## config.mk

```make
export PLATFORM = sky130hd
export DESIGN_NAME = tis_tap
export DESIGN_NICKNAME = d
export VERILOG_FILES = /design/src/core/tis_pkg.sv /design/src/core/tis_sync.sv /design/src/core/tis_tap.sv
export VERILOG_INCLUDE_DIRS = /design/src /design/src/core
export SDC_FILE = /design/constraint.sdc
export NUM_CORES = 1
export LEC_CHECK = 0
export BUFFER_PORTS_ARGS = -buffer_cell sky130_fd_sc_hd__buf_2
export CELL_PAD_IN_SITES_DETAIL_PLACEMENT = 0
export CELL_PAD_IN_SITES_GLOBAL_PLACEMENT = 2
export CORE_UTILIZATION = 33
export CTS_CLUSTER_DIAMETER = 120
export DETAILED_ROUTE_END_ITERATION = 16
export GPL_ROUTABILITY_DRIVEN = 0
export PLACE_DENSITY = 0.79
export SETUP_SLACK_MARGIN = 0.05
export SLEW_MARGIN = 0
export SYNTH_ARGS = -nofsm -noshare
export SYNTH_HDL_FRONTEND = slang
export SYNTH_HIERARCHICAL = 1
export SYNTH_SLANG_ARGS = --single-unit
```

## constraint.sdc

```tcl
create_clock -name clk -period 1.8 [get_ports clk]
set_clock_uncertainty 0.1 [all_clocks]
set_input_delay 0 -clock clk [delete_from_list [all_inputs] [get_ports clk]]
set_output_delay 0 -clock clk [all_outputs]
set_load 0.05 [all_outputs]
```

## src/core/tis_params.svh

```systemverilog
`ifndef TIS_PARAMS_SVH
`define TIS_PARAMS_SVH
`define TIS_IR_W          3
`define TIS_IR_CAPTURE    3'h4
`define TIS_IR_IDCODE     3'h1
`define TIS_IR_BYPASS     3'h7
`define TIS_IR_EXTEST     3'h0
`define TIS_IR_SAMPLE     3'h2
`define TIS_BSR_W         8
`define TIS_ID_W          32
// identification value is arbitrary
`define TIS_ID_VALUE      32'h1234_5679
`define TIS_RESET_ONES    5
`endif

```

## src/core/tis_pkg.sv

```systemverilog
`default_nettype none
`include "tis_params.svh"
package tis_pkg;
    typedef enum logic [3:0] {
        TIS_RESET, TIS_IDLE, TIS_SEL_DR, TIS_CAP_DR, TIS_SHIFT_DR, TIS_EXIT1_DR,
        TIS_PAUSE_DR, TIS_EXIT2_DR, TIS_UPD_DR, TIS_SEL_IR, TIS_CAP_IR,
        TIS_SHIFT_IR, TIS_EXIT1_IR, TIS_PAUSE_IR, TIS_EXIT2_IR, TIS_UPD_IR
    } tis_state_e;
    typedef struct packed {
        logic tck;
        logic tms;
        logic tdi;
    } tis_pins_s;
    typedef struct packed {
        logic rise;
        logic fall;
        logic tms;
        logic tdi;
    } tis_edge_s;
endpackage
`default_nettype wire

```

## src/core/tis_sync.sv

```systemverilog
`default_nettype none
// two-flop synchroniser per pin, then tck edge detect on the second stage only
module tis_sync (
    input  wire logic               clk,
    input  wire logic               rst_n,
    input  wire tis_pkg::tis_pins_s pins,
    output var  tis_pkg::tis_edge_s ev
);
    import tis_pkg::*;
    tis_pins_s meta_q;
    tis_pins_s sync_q;
    logic      tck_old_q;
    always_ff @(posedge clk or negedge rst_n) begin
        if (!rst_n) begin
            meta_q    <= '0;
            sync_q    <= '0;
            tck_old_q <= 1'b0;
        end else begin
            meta_q    <= pins;
            sync_q    <= meta_q;
            tck_old_q <= sync_q.tck;
        end
    end
    // tms/tdi are sampled together with the tck edge, giving the setup a tester expects
    assign ev.rise = sync_q.tck & ~tck_old_q;
    assign ev.fall = ~sync_q.tck & tck_old_q;
    assign ev.tms  = sync_q.tms;
    assign ev.tdi  = sync_q.tdi;
endmodule
`default_nettype wire

```

## src/core/tis_tap.sv

```systemverilog
// Contract
// - Exit1-IR goes to Update-IR if mode-select high, else Pause-IR.
// - Pause-IR holds while mode-select stays low.
// - Pause-IR moves to Exit2-IR on mode-select high.
// - Exit2-IR goes to Update-IR if high, back to Shift-IR if low.
// - instruction shift register holds its contents during Pause-IR.
// - Update-IR copies shift register to instruction output on falling edge.
// - latched instruction becomes active and selects the data register.
// - selected data register keeps its value in Exit1/Pause/Exit2/Update-IR.
// - active instruction changes only in Update-IR, or to IDCODE in the reset state.
// - Shift-IR goes to Exit1-IR on high, keeps shifting on low.
// - Capture-IR loads fixed pattern 100 into the shift register.
`default_nettype none
`include "tis_params.svh"
module tis_tap (
    input  wire logic                      clk,
    input  wire logic                      rst_n,
    input  wire tis_pkg::tis_pins_s        pins,
    input  wire logic [`TIS_BSR_W-1:0]     bsr_pins,
    output logic                           tdo,
    output logic                           tdo_oe,
    output var  tis_pkg::tis_state_e       state,
    output logic [`TIS_IR_W-1:0]           instr,
    output logic [`TIS_BSR_W-1:0]          bsr_out
);
    import tis_pkg::*;
    tis_edge_s               ev;
    tis_state_e              st_q;
    tis_state_e              st_d;
    logic [`TIS_IR_W-1:0]    irs_q;
    logic [`TIS_IR_W-1:0]    ir_q;
    logic [`TIS_BSR_W-1:0]   bsr_q;
    logic [`TIS_BSR_W-1:0]   bsr_upd_q;
    logic [`TIS_ID_W-1:0]    id_q;
    logic                    byp_q;
    logic                    tdo_q;
    logic                    oe_q;

    tis_sync u_sync (
        .clk   (clk),
        .rst_n (rst_n),
        .pins  (pins),
        .ev    (ev)
    );

    always_comb begin
        st_d = st_q;
        unique case (st_q)
            TIS_RESET:    st_d = ev.tms ? TIS_RESET : TIS_IDLE;
            TIS_IDLE:     st_d = ev.tms ? TIS_SEL_DR : TIS_IDLE;
            TIS_SEL_DR:   st_d = ev.tms ? TIS_SEL_IR : TIS_CAP_DR;
            TIS_CAP_DR:   st_d = ev.tms ? TIS_EXIT1_DR : TIS_SHIFT_DR;
            TIS_SHIFT_DR: st_d = ev.tms ? TIS_EXIT1_DR : TIS_SHIFT_DR;
            TIS_EXIT1_DR: st_d = ev.tms ? TIS_UPD_DR : TIS_PAUSE_DR;
            TIS_PAUSE_DR: st_d = ev.tms ? TIS_EXIT2_DR : TIS_PAUSE_DR;
            TIS_EXIT2_DR: st_d = ev.tms ? TIS_UPD_DR : TIS_SHIFT_DR;
            TIS_UPD_DR:   st_d = ev.tms ? TIS_SEL_DR : TIS_IDLE;
            TIS_SEL_IR:   st_d = ev.tms ? TIS_RESET : TIS_CAP_IR;
            TIS_CAP_IR:   st_d = ev.tms ? TIS_EXIT1_IR : TIS_SHIFT_IR;
            TIS_SHIFT_IR: st_d = ev.tms ? TIS_EXIT1_IR : TIS_SHIFT_IR;
            TIS_EXIT1_IR: st_d = ev.tms ? TIS_UPD_IR : TIS_PAUSE_IR;
            TIS_PAUSE_IR: st_d = ev.tms ? TIS_EXIT2_IR : TIS_PAUSE_IR;
            TIS_EXIT2_IR: st_d = ev.tms ? TIS_UPD_IR : TIS_SHIFT_IR;
            TIS_UPD_IR:   st_d = ev.tms ? TIS_SEL_DR : TIS_IDLE;
        endcase
    end

    always_ff @(posedge clk or negedge rst_n) begin
        if (!rst_n) begin
            st_q <= TIS_RESET;
        end else if (ev.rise) begin
            st_q <= st_d;
        end
    end
    assign state = st_q;

    // instruction shift path; any state not listed holds it, so Pause-IR freezes it
    always_ff @(posedge clk or negedge rst_n) begin
        if (!rst_n) begin
            irs_q <= `TIS_IR_CAPTURE;
        end else if (ev.rise) begin
            if (st_q == TIS_CAP_IR) begin
                irs_q <= `TIS_IR_CAPTURE;
            end else if (st_q == TIS_SHIFT_IR) begin
                irs_q <= {ev.tdi, irs_q[`TIS_IR_W-1:1]};
            end
        end
    end

    // parallel instruction latch on the falling tck edge in Update-IR; the reset state forces IDCODE on any clk
    always_ff @(posedge clk or negedge rst_n) begin
        if (!rst_n) begin
            ir_q <= `TIS_IR_IDCODE;
        end else if (st_q == TIS_RESET) begin
            ir_q <= `TIS_IR_IDCODE;
        end else if (ev.fall && st_q == TIS_UPD_IR) begin
            ir_q <= irs_q;
        end
    end
    assign instr = ir_q;

    // data registers move only in DR capture/shift, so every IR state leaves them alone
    always_ff @(posedge clk or negedge rst_n) begin
        if (!rst_n) begin
            bsr_q <= '0;
            id_q  <= `TIS_ID_VALUE;
            byp_q <= 1'b0;
        end else if (ev.rise) begin
            if (st_q == TIS_CAP_DR) begin
                unique case (ir_q)
                    `TIS_IR_EXTEST, `TIS_IR_SAMPLE: bsr_q <= bsr_pins;
                    `TIS_IR_IDCODE: id_q  <= `TIS_ID_VALUE;
                    default:        byp_q <= 1'b0;
                endcase
            end else if (st_q == TIS_SHIFT_DR) begin
                unique case (ir_q)
                    `TIS_IR_EXTEST, `TIS_IR_SAMPLE:
                        bsr_q <= {ev.tdi, bsr_q[`TIS_BSR_W-1:1]};
                    `TIS_IR_IDCODE: id_q <= {ev.tdi, id_q[`TIS_ID_W-1:1]};
                    default:        byp_q <= ev.tdi;
                endcase
            end
        end
    end

    always_ff @(posedge clk or negedge rst_n) begin
        if (!rst_n) begin
            bsr_upd_q <= '0;
        end else if (ev.fall && st_q == TIS_UPD_DR &&
                     (ir_q == `TIS_IR_EXTEST || ir_q == `TIS_IR_SAMPLE)) begin
            bsr_upd_q <= bsr_q;
        end
    end
    assign bsr_out = bsr_upd_q;

    // tdo changes on the falling edge so the tester samples it stable on the rise
    always_ff @(posedge clk or negedge rst_n) begin
        if (!rst_n) begin
            tdo_q <= 1'b0;
            oe_q  <= 1'b0;
        end else if (ev.fall) begin
            oe_q  <= (st_q == TIS_SHIFT_IR) || (st_q == TIS_SHIFT_DR);
            if (st_q == TIS_SHIFT_IR) begin
                tdo_q <= irs_q[0];
            end else if (ir_q == `TIS_IR_EXTEST || ir_q == `TIS_IR_SAMPLE) begin
                tdo_q <= bsr_q[0];
            end else if (ir_q == `TIS_IR_IDCODE) begin
                tdo_q <= id_q[0];
            end else begin
                tdo_q <= byp_q;
            end
        end
    end
    assign tdo    = tdo_q;
    assign tdo_oe = oe_q;

    // exit1-ir is left only on a synced tck rise, never between edges
    property p_exit1;
        @(posedge clk) disable iff (!rst_n)
        (!ev.rise && st_q == TIS_EXIT1_IR) |=> st_q == TIS_EXIT1_IR;
    endproperty
    a_exit1: assert property (p_exit1) else $error("exit1-ir left without tck rise");

    property p_exit1_path;
        @(posedge clk) disable iff (!rst_n)
        (ev.rise && st_q == TIS_EXIT1_IR) |=>
            ($past(ev.tms) ? st_q == TIS_UPD_IR : st_q == TIS_PAUSE_IR);
    endproperty
    a_exit1_path: assert property (p_exit1_path) else $error("exit1-ir path");

    property p_pause_hold;
        @(posedge clk) disable iff (!rst_n)
        (ev.rise && st_q == TIS_PAUSE_IR && !ev.tms) |=> st_q == TIS_PAUSE_IR;
    endproperty
    a_pause_hold: assert property (p_pause_hold) else $error("left pause-ir");

    property p_pause_exit;
        @(posedge clk) disable iff (!rst_n)
        (ev.rise && st_q == TIS_PAUSE_IR && ev.tms) |=> st_q == TIS_EXIT2_IR;
    endproperty
    a_pause_exit: assert property (p_pause_exit) else $error("no exit2-ir");

    property p_exit2;
        @(posedge clk) disable iff (!rst_n)
        (ev.rise && st_q == TIS_EXIT2_IR) |=>
            ($past(ev.tms) ? st_q == TIS_UPD_IR : st_q == TIS_SHIFT_IR);
    endproperty
    a_exit2: assert property (p_exit2) else $error("exit2-ir path");

    property p_ir_frozen;
        @(posedge clk) disable iff (!rst_n)
        (st_q == TIS_PAUSE_IR && $past(st_q) == TIS_PAUSE_IR) |-> $stable(irs_q);
    endproperty
    a_ir_frozen: assert property (p_ir_frozen) else $error("shift moved in pause");

    property p_update;
        @(posedge clk) disable iff (!rst_n)
        (ev.fall && st_q == TIS_UPD_IR) |=> ir_q == $past(irs_q);
    endproperty
    a_update: assert property (p_update) else $error("instruction not latched");

    property p_instr_only_update;
        @(posedge clk) disable iff (!rst_n)
        !$stable(ir_q) |-> $past(st_q) == TIS_UPD_IR || $past(st_q) == TIS_RESET;
    endproperty
    a_instr_only_update: assert property (p_instr_only_update)
        else $error("instruction changed outside update");

    property p_dr_hold;
        @(posedge clk) disable iff (!rst_n)
        (st_q inside {TIS_EXIT1_IR, TIS_PAUSE_IR, TIS_EXIT2_IR, TIS_UPD_IR})
            |=> $stable(bsr_q) && $stable(id_q) && $stable(byp_q);
    endproperty
    a_dr_hold: assert property (p_dr_hold) else $error("data register moved");

    property p_shift;
        @(posedge clk) disable iff (!rst_n)
        (ev.rise && st_q == TIS_SHIFT_IR) |=>
            st_q == ($past(ev.tms) ? TIS_EXIT1_IR : TIS_SHIFT_IR);
    endproperty
    a_shift: assert property (p_shift) else $error("shift-ir path");

    property p_capture;
        @(posedge clk) disable iff (!rst_n)
        (ev.rise && st_q == TIS_CAP_IR) |=> irs_q == `TIS_IR_CAPTURE;
    endproperty
    a_capture: assert property (p_capture) else $error("capture pattern");

    property p_upd_next;
        @(posedge clk) disable iff (!rst_n)
        (ev.rise && st_q == TIS_UPD_IR) |=>
            st_q == ($past(ev.tms) ? TIS_SEL_DR : TIS_IDLE);
    endproperty
    a_upd_next: assert property (p_upd_next) else $error("update-ir path");

    c_pause: cover property (@(posedge clk) disable iff (!rst_n)
        st_q == TIS_PAUSE_IR ##1 st_q == TIS_EXIT2_IR);
    c_resume: cover property (@(posedge clk) disable iff (!rst_n)
        st_q == TIS_EXIT2_IR ##1 st_q == TIS_SHIFT_IR);
    c_load: cover property (@(posedge clk) disable iff (!rst_n)
        ev.fall && st_q == TIS_UPD_IR);
endmodule
`default_nettype wire

```

Yosys cells after proc, flatten, opt, wreduce, memory -nomap -nowiden
Cells that the tools add are included.
{ "word_totals": {"reg_bits": 68, "inputBits": 13, "output_inout_bits": 17, "elab_cells": 90} }
{ "op_classes": {"eq_ne": 19, "n_mux": 32, "bitwise_logic": 4, "reduce_logical": 19} }
{ "op_table": {"columns": ["op", "count"], "rows": [
  ["$mux 32", 4],
  ["$pmux 4 s12", 1],
  ["$eq 4x4->1 const B", 8],
  ["$mux 8", 4],
  ["$mux 3", 6],
  ["$eq 4x3->1 const B", 4],
  ["$mux 4", 4],
  ["$mux 1", 10],
  ["$eq 4x2->1 const B", 2],
  ["$mux 2", 3],
  ["$reduce_and 3->1", 2],
  ["$reduce_bool 2->1", 3],
  ["$reduce_or 2->1", 3],
  ["$reduce_or 3->1", 2],
  ["$eq 4x1->1 const B", 1],
  ["$logic_not 4->1", 1],
  ["$ne 2x2->1 const B", 2],
  ["$reduce_and 4->1", 1],
  ["$eq 3x1->1 const B", 1],
  ["$eq 3x2->1 const B", 1],
  ["$logic_and 1x1->1", 3],
  ["$logic_not 3->1", 1],
  ["$and 1x1->1", 2],
  ["$logic_or 1x1->1", 2],
  ["other kinds (2)", 3]
]} }

Longest topological paths before layout
Gate-level depths: netlist of the first run.
{ "logic_depth": {"word_depth": 5, "ltp_mapped": 7} }

Cells and area by module
Netlist of the first run, hierarchy kept.
{ "modules_own_cells": {"columns": ["module", "instances", "cells_per_inst", "area_per_inst_um2"], "rows": [
  ["tis_tap", 1, 294, 2817.7],
  ["tis_sync", 1, 11, 205.2]
]} }

Worst setup path before layout of the first run
OpenSTA, ideal clock, no wires.
{ "synth_timing": {"path_type": "reg2reg", "from": "register st_q[0] (netlist: state[0])", "to": "register ir_q[0] (netlist: instr[0])", "setup_ns": 0.082, "arrival_time_ns": 1.741, "t_required_ns": 1.618, "slack_ns": -0.123, "stages_incl_launch_ff": 6, "n_path_buf": 2, "period_less_slack_ns": 1.923, "path_cell_list": "dfrtp_1 buf_4 nand2_2 or3_1 buf_2 a211o_1"} }
{ "synth_between": {"elab_chain_cells": 3} }
{ "synth_rtl": {"columns": ["item", "line_no", "rtl"], "rows": [
  ["start: declaration", "tis_tap.sv:28", "tis_state_e st_q;"],
  ["start signal: assignment", "tis_tap.sv:72", "st_q <= st_d;"],
  ["$eq 4x4->1", "tis_tap.sv:96", "end else if (ev.fall && st_q == TIS_UPD_IR) begin"],
  ["$logic_and 1x1->1", "tis_tap.sv:96", null],
  ["$reduce_bool 2->1 (no line)", null, null],
  ["end signal: assignment", "tis_tap.sv:93", "ir_q <= `TIS_IR_IDCODE;"],
  ["end signal: assignment", "tis_tap.sv:95", "ir_q <= `TIS_IR_IDCODE;"],
  ["end signal: assignment", "tis_tap.sv:97", "ir_q <= irs_q;"],
  ["end: declaration", "tis_tap.sv:31", "logic [`TIS_IR_W-1:0] ir_q;"]
]} }
Several ways; a longest one is shown, not always the timed one.
A chain may end at the register's enable or synchronous reset.

==> results of run 1 <==
[cell families after synthesis]
| logic type | after synthesis |
|---|---|
| AND/OR/NAND/NOR | 120 |
| multiplexers | 17 |
| AO/OA/AOI/OAI | 72 |
| XOR/XNOR | 1 |
| flip-flops | 68 |
| buffers and inverters | 27 |
[cell type report]
type | count | area, um^2 | area share, %
flip-flops and latches | 68 | 1730 | 47.1
repair buffers | 53 | 393 | 10.7
clock inverters | 6 | 63.8 | 1.74
inverters | 4 | 15.0 | 0.410
multi-input cells | 210 | 1190 | 32.6
well taps | 108 | 135 | 3.69
clock buffers | 10 | 138 | 3.76
[repair_timing]
| action | in CTS | in global routing |
|---|---|---|
| buffers inserted | 0 | 0 |
| hold endpoints to repair | 61 | 0 |
| resized for setup | 0 | 4 |
| endpoints found under the setup margin | 0 | 9 |
| hold buffers | 12 | 0 |
[worst max-delay path, delay by kind of cell (launching register included)]
family / cells / cell delay [ns]
DFF: 1 / 0.39
and+or+nand+nor: 3 / 0.79
AOI/OAI and AO/OA: 1 / 0.33
[sequential cells by signal, indices dropped and copies added, names as in the netlist]
name              count
tdo_oe                1
irs_q                 3
id_q                 32
tdo                   1
instr                 3
state                 4
bsr_out               8
u_sync/meta_q         3
bsr_q                 8
u_sync/sync_q         1
u_sync/ev             2
u_sync/tck_old_q      1
byp_q                 1
[report_power, final]
part	leakage [uW]	total (uW)	switching, uW	internal (uW)
Combinational	0.000725	1400	888	511
Sequential	0.000817	2150	233	1920
Clock	0.0000983	1270	596	675
[synth_stat cells (all sizes together)]
library cell,instances
xnor2,1
and2b,1
dfstp,16
nor4b,1
a22o,1
a211oi,1
mux2i,9
nand4,1
nand2b,2
a21oi,6
or3,1
nor3b,1
mux2,8
nor2b,7
a21o,1
nand4bb,1
dfrtp,52
o211ai,4
a22oi,1
o22ai,1
a221o,2
inv,4
a31oi,2
a311oi,2
buf,17
a211o,1
o21ai,47
or3b,1
nor3,2
clkbuf,6
nand3,2
nor4,2
or2,1
a21boi,1
and3b,1
nor2,24
o2111ai,2
nand2,72
[how the worst max path moves through the flow]
stage	endpoint	slack [ns]	depth (start not counted)
5_1_grt	id_q[0]$_DFFE_PN1P_	0.05	5
3_3_place_gp	bsr_out[4]$_DFFE_PN0P_	0.11	3
6_report	instr[0]$_DFFE_PN1P_	0.12	4
4_1_cts	bsr_q[3]$_DFFE_PN0P_	0.07	6
3_5_place_dp	bsr_q[4]$_DFFE_PN0P_	0.11	6
2_1_floorplan	instr[0]$_DFFE_PN1P_	0.05	5
[metrics by stage]
step	hold WS, ns	instance area [um^2]	utilization, %	total power (uW)	std cells
6_report	0.0719	3660	41.6	4820	459
5_1_grt	0.116	3660	41.6	5150	459
4_1_cts	0.0727	3640	41.3	4860	459
3_5_place_dp	-0.0816	3320	37.7	3550	431
3_3_place_gp	-0.0861	3320	37.7	3520	431
2_1_floorplan	-0.396	3030	-	3170	305
[routing by layer]
layer | up-vias | track usage, % | wire (um)
met1 | 1039 | 20.9 | 3110
met5 | - | 0 | 0
met2 | 43 | 20.5 | 2680
li1 | 1121 | - | -
met3 | 7 | 3.88 | 257
met4 | 0 | 5.59 | 80
==> flow_summary.yaml, run 1 <==
worst_setup_path:
  crit_type: "reg2reg"
  cp-startpoint: "u_sync/sync_q[2]$_DFF_PN0_"
  reg2reg_slack_ns: 0.12
  arrival_ns: 1.85
  cp_slowest_cell: "or3_1"
  r2r_start: "u_sync/sync_q[2]$_DFF_PN0_"
  critPathLaunchType: "flop"
  critical_path.max_fanout: 7
  worstSetupEndpointType: "flop"
  regToRegEndpoint: "instr[0]$_DFFE_PN1P_"
  crit_required_ns: 1.97
  cp_cell_sequence: "and2b_2 -> nand2_1 -> or3_1 -> a211o_1"
  r2r_cells: 4
  max_stage_delay_ns: 0.41
power:
  p_per_area_nw_per_um2: 1310
  ir_drop_mv: 0.469
  p_leak_uw: 0.00164
grt:
  grt_pass1_vias: 2132
  grt_pass1_wl_um: 10800
  track_usage_pct: 14.4
  grt_max_degree: 65
  antenna_found_initial: 0
  overflow: 0
clocking:
  cts_root_buf: "clkbuf_8"
  cts.clk_slew.worst_paths_ns: 0.08
  clkSinkCount: 68
  clock_path_buffers: 2
  clock_latency_ns: 0.34
  h-tree-depth: 3
  tritoncts: "built"
  numCtsBuffers: 9
logic_synthesis:
  synth_top_area_cell: "dfrtp_1"
  ys.warnings.count: 6
  syn_area_um2: 3020
  syn_avg_cell_area_um2: 9.91
  synth-seq-cells: 68
  synth-simple-area-share_pct: 17.9
  muxShareOfSynthArea_pct: 5.96
  syn_inst: 305
  syn_nets: 318
  synth_compound_area_share_pct: 14.5
  synthTopCellsByArea: "dfrtp_1 (43%), dfstp_2 (14%), nand2_1 (8.8%), o21ai_1 (6.3%), mux2i_1 (3.0%)"
  synth-xor-area-share_pct: 0.290
  synth_top_area_share_pct: 43.0
  synthDistinctLibCells: 44
  synth_top_family_by_area: "simple AND/OR/NAND/NOR gates"
  ys_seq_area_share_pct: 57.0
  synthAdderAreaFrac_pct: 0
sta:
  rsz0062_at_grt: "yes"
  setup_viol: 0
  finalSetupTns_ns: 0
  fmax_ghz: 0.596
  drv_slew: 0
  period_share_pct: 93.2
  finalHoldViolCount: 0
  fin_crit_ns: 1.68
  fin_ws_ns: 0.122
  worst_pin_slew_ns: 0.637
  max_slew_margin_pct: 57.1
place:
  portBuffers: 29
  dp_hpwl_um: 3990
  dpl_worst_slack_ns: 0.107
finish:
  num-fill-cells: 878
  layout_common_cells: "nand2_1 (71), dfrtp_1 (48), o21ai_1 (38)"
  nNetsFinal: 359
  drive_gt1_share_pct: 27.4
  antennaDiodeCount: 0
  area_growth_pct: 21.2
  final_common_cell: "nand2_1"
die:
  pin_count: 30
  coreArea_um2: 8810
  start_util_pct: 34.3
  fp-row-count: 34
  die_area_um2: 9550
  die_w_um: 97.7
  die_y_um: 97.7
routing:
  wl_per_cell_um: 13.3
  ant_nets: 0
  via_count: 2210
  viasPerCell: 4.81
  post-route-drc-count: 2
  wl_um: 6120
  first_pass_iters: 10
  drtIter0Drc: 123
hold_path:
  hp-class: "in2async"
flow_run:
  max_cap_viol_count: 0
status:
  status: "complete, but fails checks"
  violations: "DRC"
(Power assumes the default switching activity.)
==> inputs of run 2 (changes only) <==
==> constraint.sdc (replaced) <==
create_clock -name clk -period 1.8 [get_ports clk]
set_clock_uncertainty 0.1 [all_clocks]
set_input_delay 0.45 -clock clk [delete_from_list [all_inputs] [get_ports clk]]
set_output_delay 0.45 -clock clk [all_outputs]
set_load 0.05 [all_outputs]
==> flow_summary.yaml, run 2 (synthesized netlist as in run 1, its figures left out) <==
status:
  status: "complete, but fails checks"
  violations: "DRC"
worst_setup_path:
  worst-path-buf-inv: 1
  cp_cell_sequence: "buf_4"
  regToRegEndpoint: "instr[0]$_DFFE_PN1P_"
  critical_path.max_fanout: 6
  cp_slowest_cell: "dfstp_2"
  r2r_start: "u_sync/sync_q[2]$_DFF_PN0_"
  max_stage_delay_ns: 0.61
  crit_type: "reg2out"
  critPathLaunchType: "flop"
  arrival_ns: 1.18
  r2r_cells: 4
  crit_required_ns: 1.25
  worstSetupEndpointType: "primary output"
  cp_top_family: "flip-flops"
  path_depth: 1
  reg2reg_slack_ns: 0.13
die:
  die_w_um: 97.7
  coreArea_um2: 8810
  start_util_pct: 34.3
  fp-row-count: 34
  die_area_um2: 9550
  pin_count: 30
  die_y_um: 97.7
power:
  p_int_uw: 3330
  p_clk_share_pct: 28.8
  p_per_area_nw_per_um2: 1380
  p_leak_uw: 0.00164
  net-switching-power_uw: 1710
  seq_power_share_pct: 42.3
  swShare_pct: 33.9
  ir_drop_mv: 0.684
  power_frac_comb_pct: 28.9
sta:
  setup_viol: 0
  fin_crit_ns: 1.73
  finalHoldViolCount: 0
  rsz0062_at_grt: "yes"
  drv_slew: 0
  worst_pin_slew_ns: 0.582
  fmax_ghz: 0.579
  finalSetupTns_ns: 0
  max_slew_margin_pct: 60.8
  fin_hold_ws_ns: 0.110
  period_share_pct: 95.9
finish:
  layout_common_cells: "nand2_1 (71), dfrtp_1 (48), o21ai_1 (38)"
  largest_register_ffs: 32
  nNetsFinal: 352
  final_common_cell: "nand2_1"
  drive_gt1_share_pct: 28.8
  fin_util_pct: 41.5
  antennaDiodeCount: 0
  num-fill-cells: 830
  register_area_um2: 1730
  multi_input_area_um2: 1190
  top_register: "id_q"
  area_growth_pct: 20.9
clocking:
  numCtsBuffers: 9
  clock_path_buffers: 2
  tritoncts: "built"
  cts.clk_slew.worst_paths_ns: 0.07
  clock_latency_ns: 0.34
  h-tree-depth: 3
  cts_root_buf: "clkbuf_8"
  clkSinkCount: 68
routing:
  wirelength_met1_um: 3060
  wl_um: 5920
  first_pass_iters: 10
  via_count: 2140
  drtIter0Drc: 81
  met2_length_um: 2500
  wl_per_cell_um: 13.1
  post-route-drc-count: 2
  topRoutingLayerUsed: "met4"
  viasPerCell: 4.73
  wl_met3_um: 238
  ant_nets: 0
grt:
  antenna_found_initial: 0
  grt_pass1_wl_um: 10000
  overflow: 0
  track_usage_pct: 13.7
  grt_max_degree: 65
  grt_pass1_vias: 1950
hold_path:
  hold_depth: 1
  min_from: "pins[1]"
  hold_end: "u_sync/meta_q[1]$_DFF_PN0_"
  hp-class: "in2reg"
place:
  dp_hpwl_um: 4000
  portBuffers: 29
flow_run:
  max_cap_viol_count: 0
[run 2: changes by cell type in the layout (fill, tap and decap cells not counted), moves of 2 or more]
cell / before / now
buf_12: 3 / 5
buf_2: 29 / 25
buf_4: 9 / 13
buf_6: 0 / 2
clkinv_2: 2 / 0
dlygate4sd3_1: 12 / 1
[run 2: worst max path at each step]
stage | from | end
3_5_place_dp | state[0]$_DFFE_PN0P_ | bsr_q[3]$_DFFE_PN0P_
4_1_cts | state[2]$_DFFE_PN0P_ | state[2]
2_1_floorplan | state[0]$_DFFE_PN0P_ | instr[0]$_DFFE_PN1P_
6_report | instr[0]$_DFFE_PN1P_ | instr[0]
5_1_grt | instr[0]$_DFFE_PN1P_ | instr[0]
3_3_place_gp | instr[0]$_DFFE_PN1P_ | bsr_out[1]$_DFFE_PN0P_
[run 2: layout make-up]
cell class	count	share of cell area [%]
tap	108	3.70
clock inverter	5	2.29
clock buffer	11	4.14
multi-input combinational	210	32.5
timing repair buffer	46	9.72
inverter	4	0.411
sequential	68	47.2
[run 2: timing repair]
action                                  CTS  global route
endpoints found under the hold margin     7             0
resized for setup                         4             5
endpoints found under the setup margin    4            19
hold buffers                              1             0
cloned                                    0             0
setup buffers                             0             3
[run 2: stage by stage]
step / power [uW] / instances / setup slack (ns) / area [um^2]
finish: 5040 / 452 / 0.0743 / 3660
global route: 5360 / 452 / 0.0226 / 3660
detailed placement: 3540 / 432 / 0.0764 / 3350
CTS: 5030 / 449 / 0.0119 / 3610
floorplan: 3170 / 305 / 0.0506 / 3030
global placement: 3530 / 432 / 0.105 / 3350
[run 2: per-layer routing]
metal,track usage [%],vias up
li1,-,1103
met1,19.7,990
met2,18.7,35
met3,3.17,12
met4,7.69,0
met5,0,-
[run 2: power groups by stage]
stage	Sequential [uW]	Combinational, uW	Clock [uW]
final	2130	1460	1450
after detailed placement	2180	1360	0
after CTS	2160	1380	1490
after floorplan	2270	904	0
after global routing	2180	1620	1560
after global placement	2170	1360	0
[run 2: worst reg2reg max path, stage by stage, from the launching register on]
cell	delay [ns]
dfrtp_1	0.38
and2b_2	0.32
nand2_1	0.07
or3_1	0.39
a211o_1	0.32
==> inputs of run 3 (changes only) <==
--- a/config.mk
+++ b/config.mk
@@ -10,10 +10,11 @@
 export CELL_PAD_IN_SITES_DETAIL_PLACEMENT = 0
 export CELL_PAD_IN_SITES_GLOBAL_PLACEMENT = 2
 export CORE_UTILIZATION = 33
+export CTS_BUF_LIST = sky130_fd_sc_hd__clkbuf_2 sky130_fd_sc_hd__clkbuf_4 sky130_fd_sc_hd__clkbuf_8
 export CTS_CLUSTER_DIAMETER = 120
 export DETAILED_ROUTE_END_ITERATION = 16
 export GPL_ROUTABILITY_DRIVEN = 0
-export PLACE_DENSITY = 0.79
+export PLACE_DENSITY_LB_ADDON = 0.08
 export SETUP_SLACK_MARGIN = 0.05
 export SLEW_MARGIN = 0
 export SYNTH_ARGS = -nofsm -noshare
==> flow_summary.yaml, run 3 (synthesized netlist as in run 1, its figures left out) <==
clocking:
  cts_root_buf: "clkbuf_8"
  clock_path_buffers: 2
  clkSinkCount: 68
  numCtsBuffers: 9
  clock_latency_ns: 0.34
  cts.clk_slew.worst_paths_ns: 0.08
  tritoncts: "built"
  h-tree-depth: 3
worst_setup_path:
  crit_type: "reg2out"
  crit_required_ns: 1.25
  arrival_ns: 1.16
  worstSetupEndpointType: "primary output"
  r2r_cells: 6
  critical_path.max_fanout: 7
  regToRegEndpoint: "id_q[16]$_DFFE_PN0P_"
  critPathLaunchType: "flop"
  r2r_start: "state[0]$_DFFE_PN0P_"
  reg2reg_slack_ns: 0.14
sta:
  fin_ws_ns: 0.0876
  fmax_ghz: 0.584
  period_share_pct: 95.1
  max_slew_margin_pct: 65.6
  fin_crit_ns: 1.71
  worst_pin_slew_ns: 0.514
  finalHoldViolCount: 0
  setup_viol: 0
  finalSetupTns_ns: 0
  drv_slew: 0
  rsz0062_at_grt: "yes"
finish:
  top_register: "id_q"
  largest_register_ffs: 32
  fin_area_um2: 3650
  drive_gt1_share_pct: 29.5
  num-fill-cells: 881
  area_growth_pct: 20.8
  nNetsFinal: 354
  layout_common_cells: "nand2_1 (71), dfrtp_1 (48), o21ai_1 (38)"
  final_common_cell: "nand2_1"
  antennaDiodeCount: 0
power:
  p_per_area_nw_per_um2: 1390
  p_leak_uw: 0.00165
  ir_drop_mv: 0.446
grt:
  overflow: 0
  grt_pass1_wl_um: 10700
  grt_pass1_vias: 2185
  grt_max_degree: 69
  antenna_found_initial: 0
  track_usage_pct: 14.4
die:
  coreArea_um2: 8810
  pin_count: 30
  die_w_um: 97.7
  die_area_um2: 9550
  fp-row-count: 34
  start_util_pct: 34.3
  die_y_um: 97.7
status:
  violations: "DRC"
  status: "complete, but fails checks"
routing:
  drtIter0Drc: 100
  via_count: 2165
  wl_per_cell_um: 13.6
  ant_nets: 0
  viasPerCell: 4.77
  wl_um: 6190
  first_pass_iters: 10
  post-route-drc-count: 2
place:
  dpl_worst_slack_ns: 0.0132
  dpl_cell_area_um2: 3350
  dp_hpwl_um: 3960
  portBuffers: 29
hold_path:
  hp-class: "in2async"
flow_run:
  max_cap_viol_count: 0
-- run 3: how the worst max path moves through the flow --
stage / end / slack [ns] / start / cells after the start
after floorplan: instr[0]$_DFFE_PN1P_ / 0.05 / state[0]$_DFFE_PN0P_ / 5
after global placement: bsr_q[3]$_DFFE_PN0P_ / 0.07 / state[0]$_DFFE_PN0P_ / 3
after detailed placement: bsr_q[4]$_DFFE_PN0P_ / 0.01 / state[0]$_DFFE_PN0P_ / 3
after CTS: bsr_q[4]$_DFFE_PN0P_ / 0.03 / state[2]$_DFFE_PN0P_ / 3
after global routing: bsr_out[6]$_DFFE_PN0P_ / 0.009 / instr[2]$_DFFE_PN0P_ / 3
final: state[1] / 0.09 / state[1]$_DFFE_PN0P_ / 2
-- run 3: final cells by class --
class                      count  area (um^2)  share of cell area (%)
clock buffer                  11          145                    3.98
clock inverter                 5         83.8                    2.30
inverter                       4         15.0                   0.411
multi-input combinational    210         1190                    32.7
sequential                    68         1730                    47.3
tap                          108          135                    3.70
timing repair buffer          48          352                    9.63
-- run 3: repair_timing --
action | 4_1_cts | 5_1_grt
cloned | 0 | 0
setup buffers | 3 | 0
setup endpoints to repair | 5 | 31
gates resized for setup | 5 | 7
pin swaps | 0 | 1
hold buffers | 0 | 0
-- run 3: stage by stage --
stage	hold WS [ns]	utilization, %	instances	power [uW]
global route	0.0487	41.5	454	5440
global placement	0.235	38.0	435	3590
floorplan	0.0544	-	305	3170
CTS	0.0274	41.0	454	5120
finish	0.0224	41.5	454	5080
detailed placement	0.235	38.0	435	3600
-- run 3: worst max-delay path: stages (launching register included) --
cell and delay, ns:
dfrtp_2 0.47, buf_4 0.17, buf_4 0.18
-- run 3: per-layer routing --
metal / vias up / wire length [um] / global-route usage, %
met5: - / 0 / 0
met4: 0 / 108 / 7.69
met3: 10 / 237 / 3.31
met2: 39 / 2600 / 21.0
met1: 1015 / 3250 / 19.8
li1: 1101 / - / -
-- run 3: report_power, final --
group | internal (uW) | switching, uW
registers | 1920 | 242
logic | 596 | 903
clock network | 838 | 589
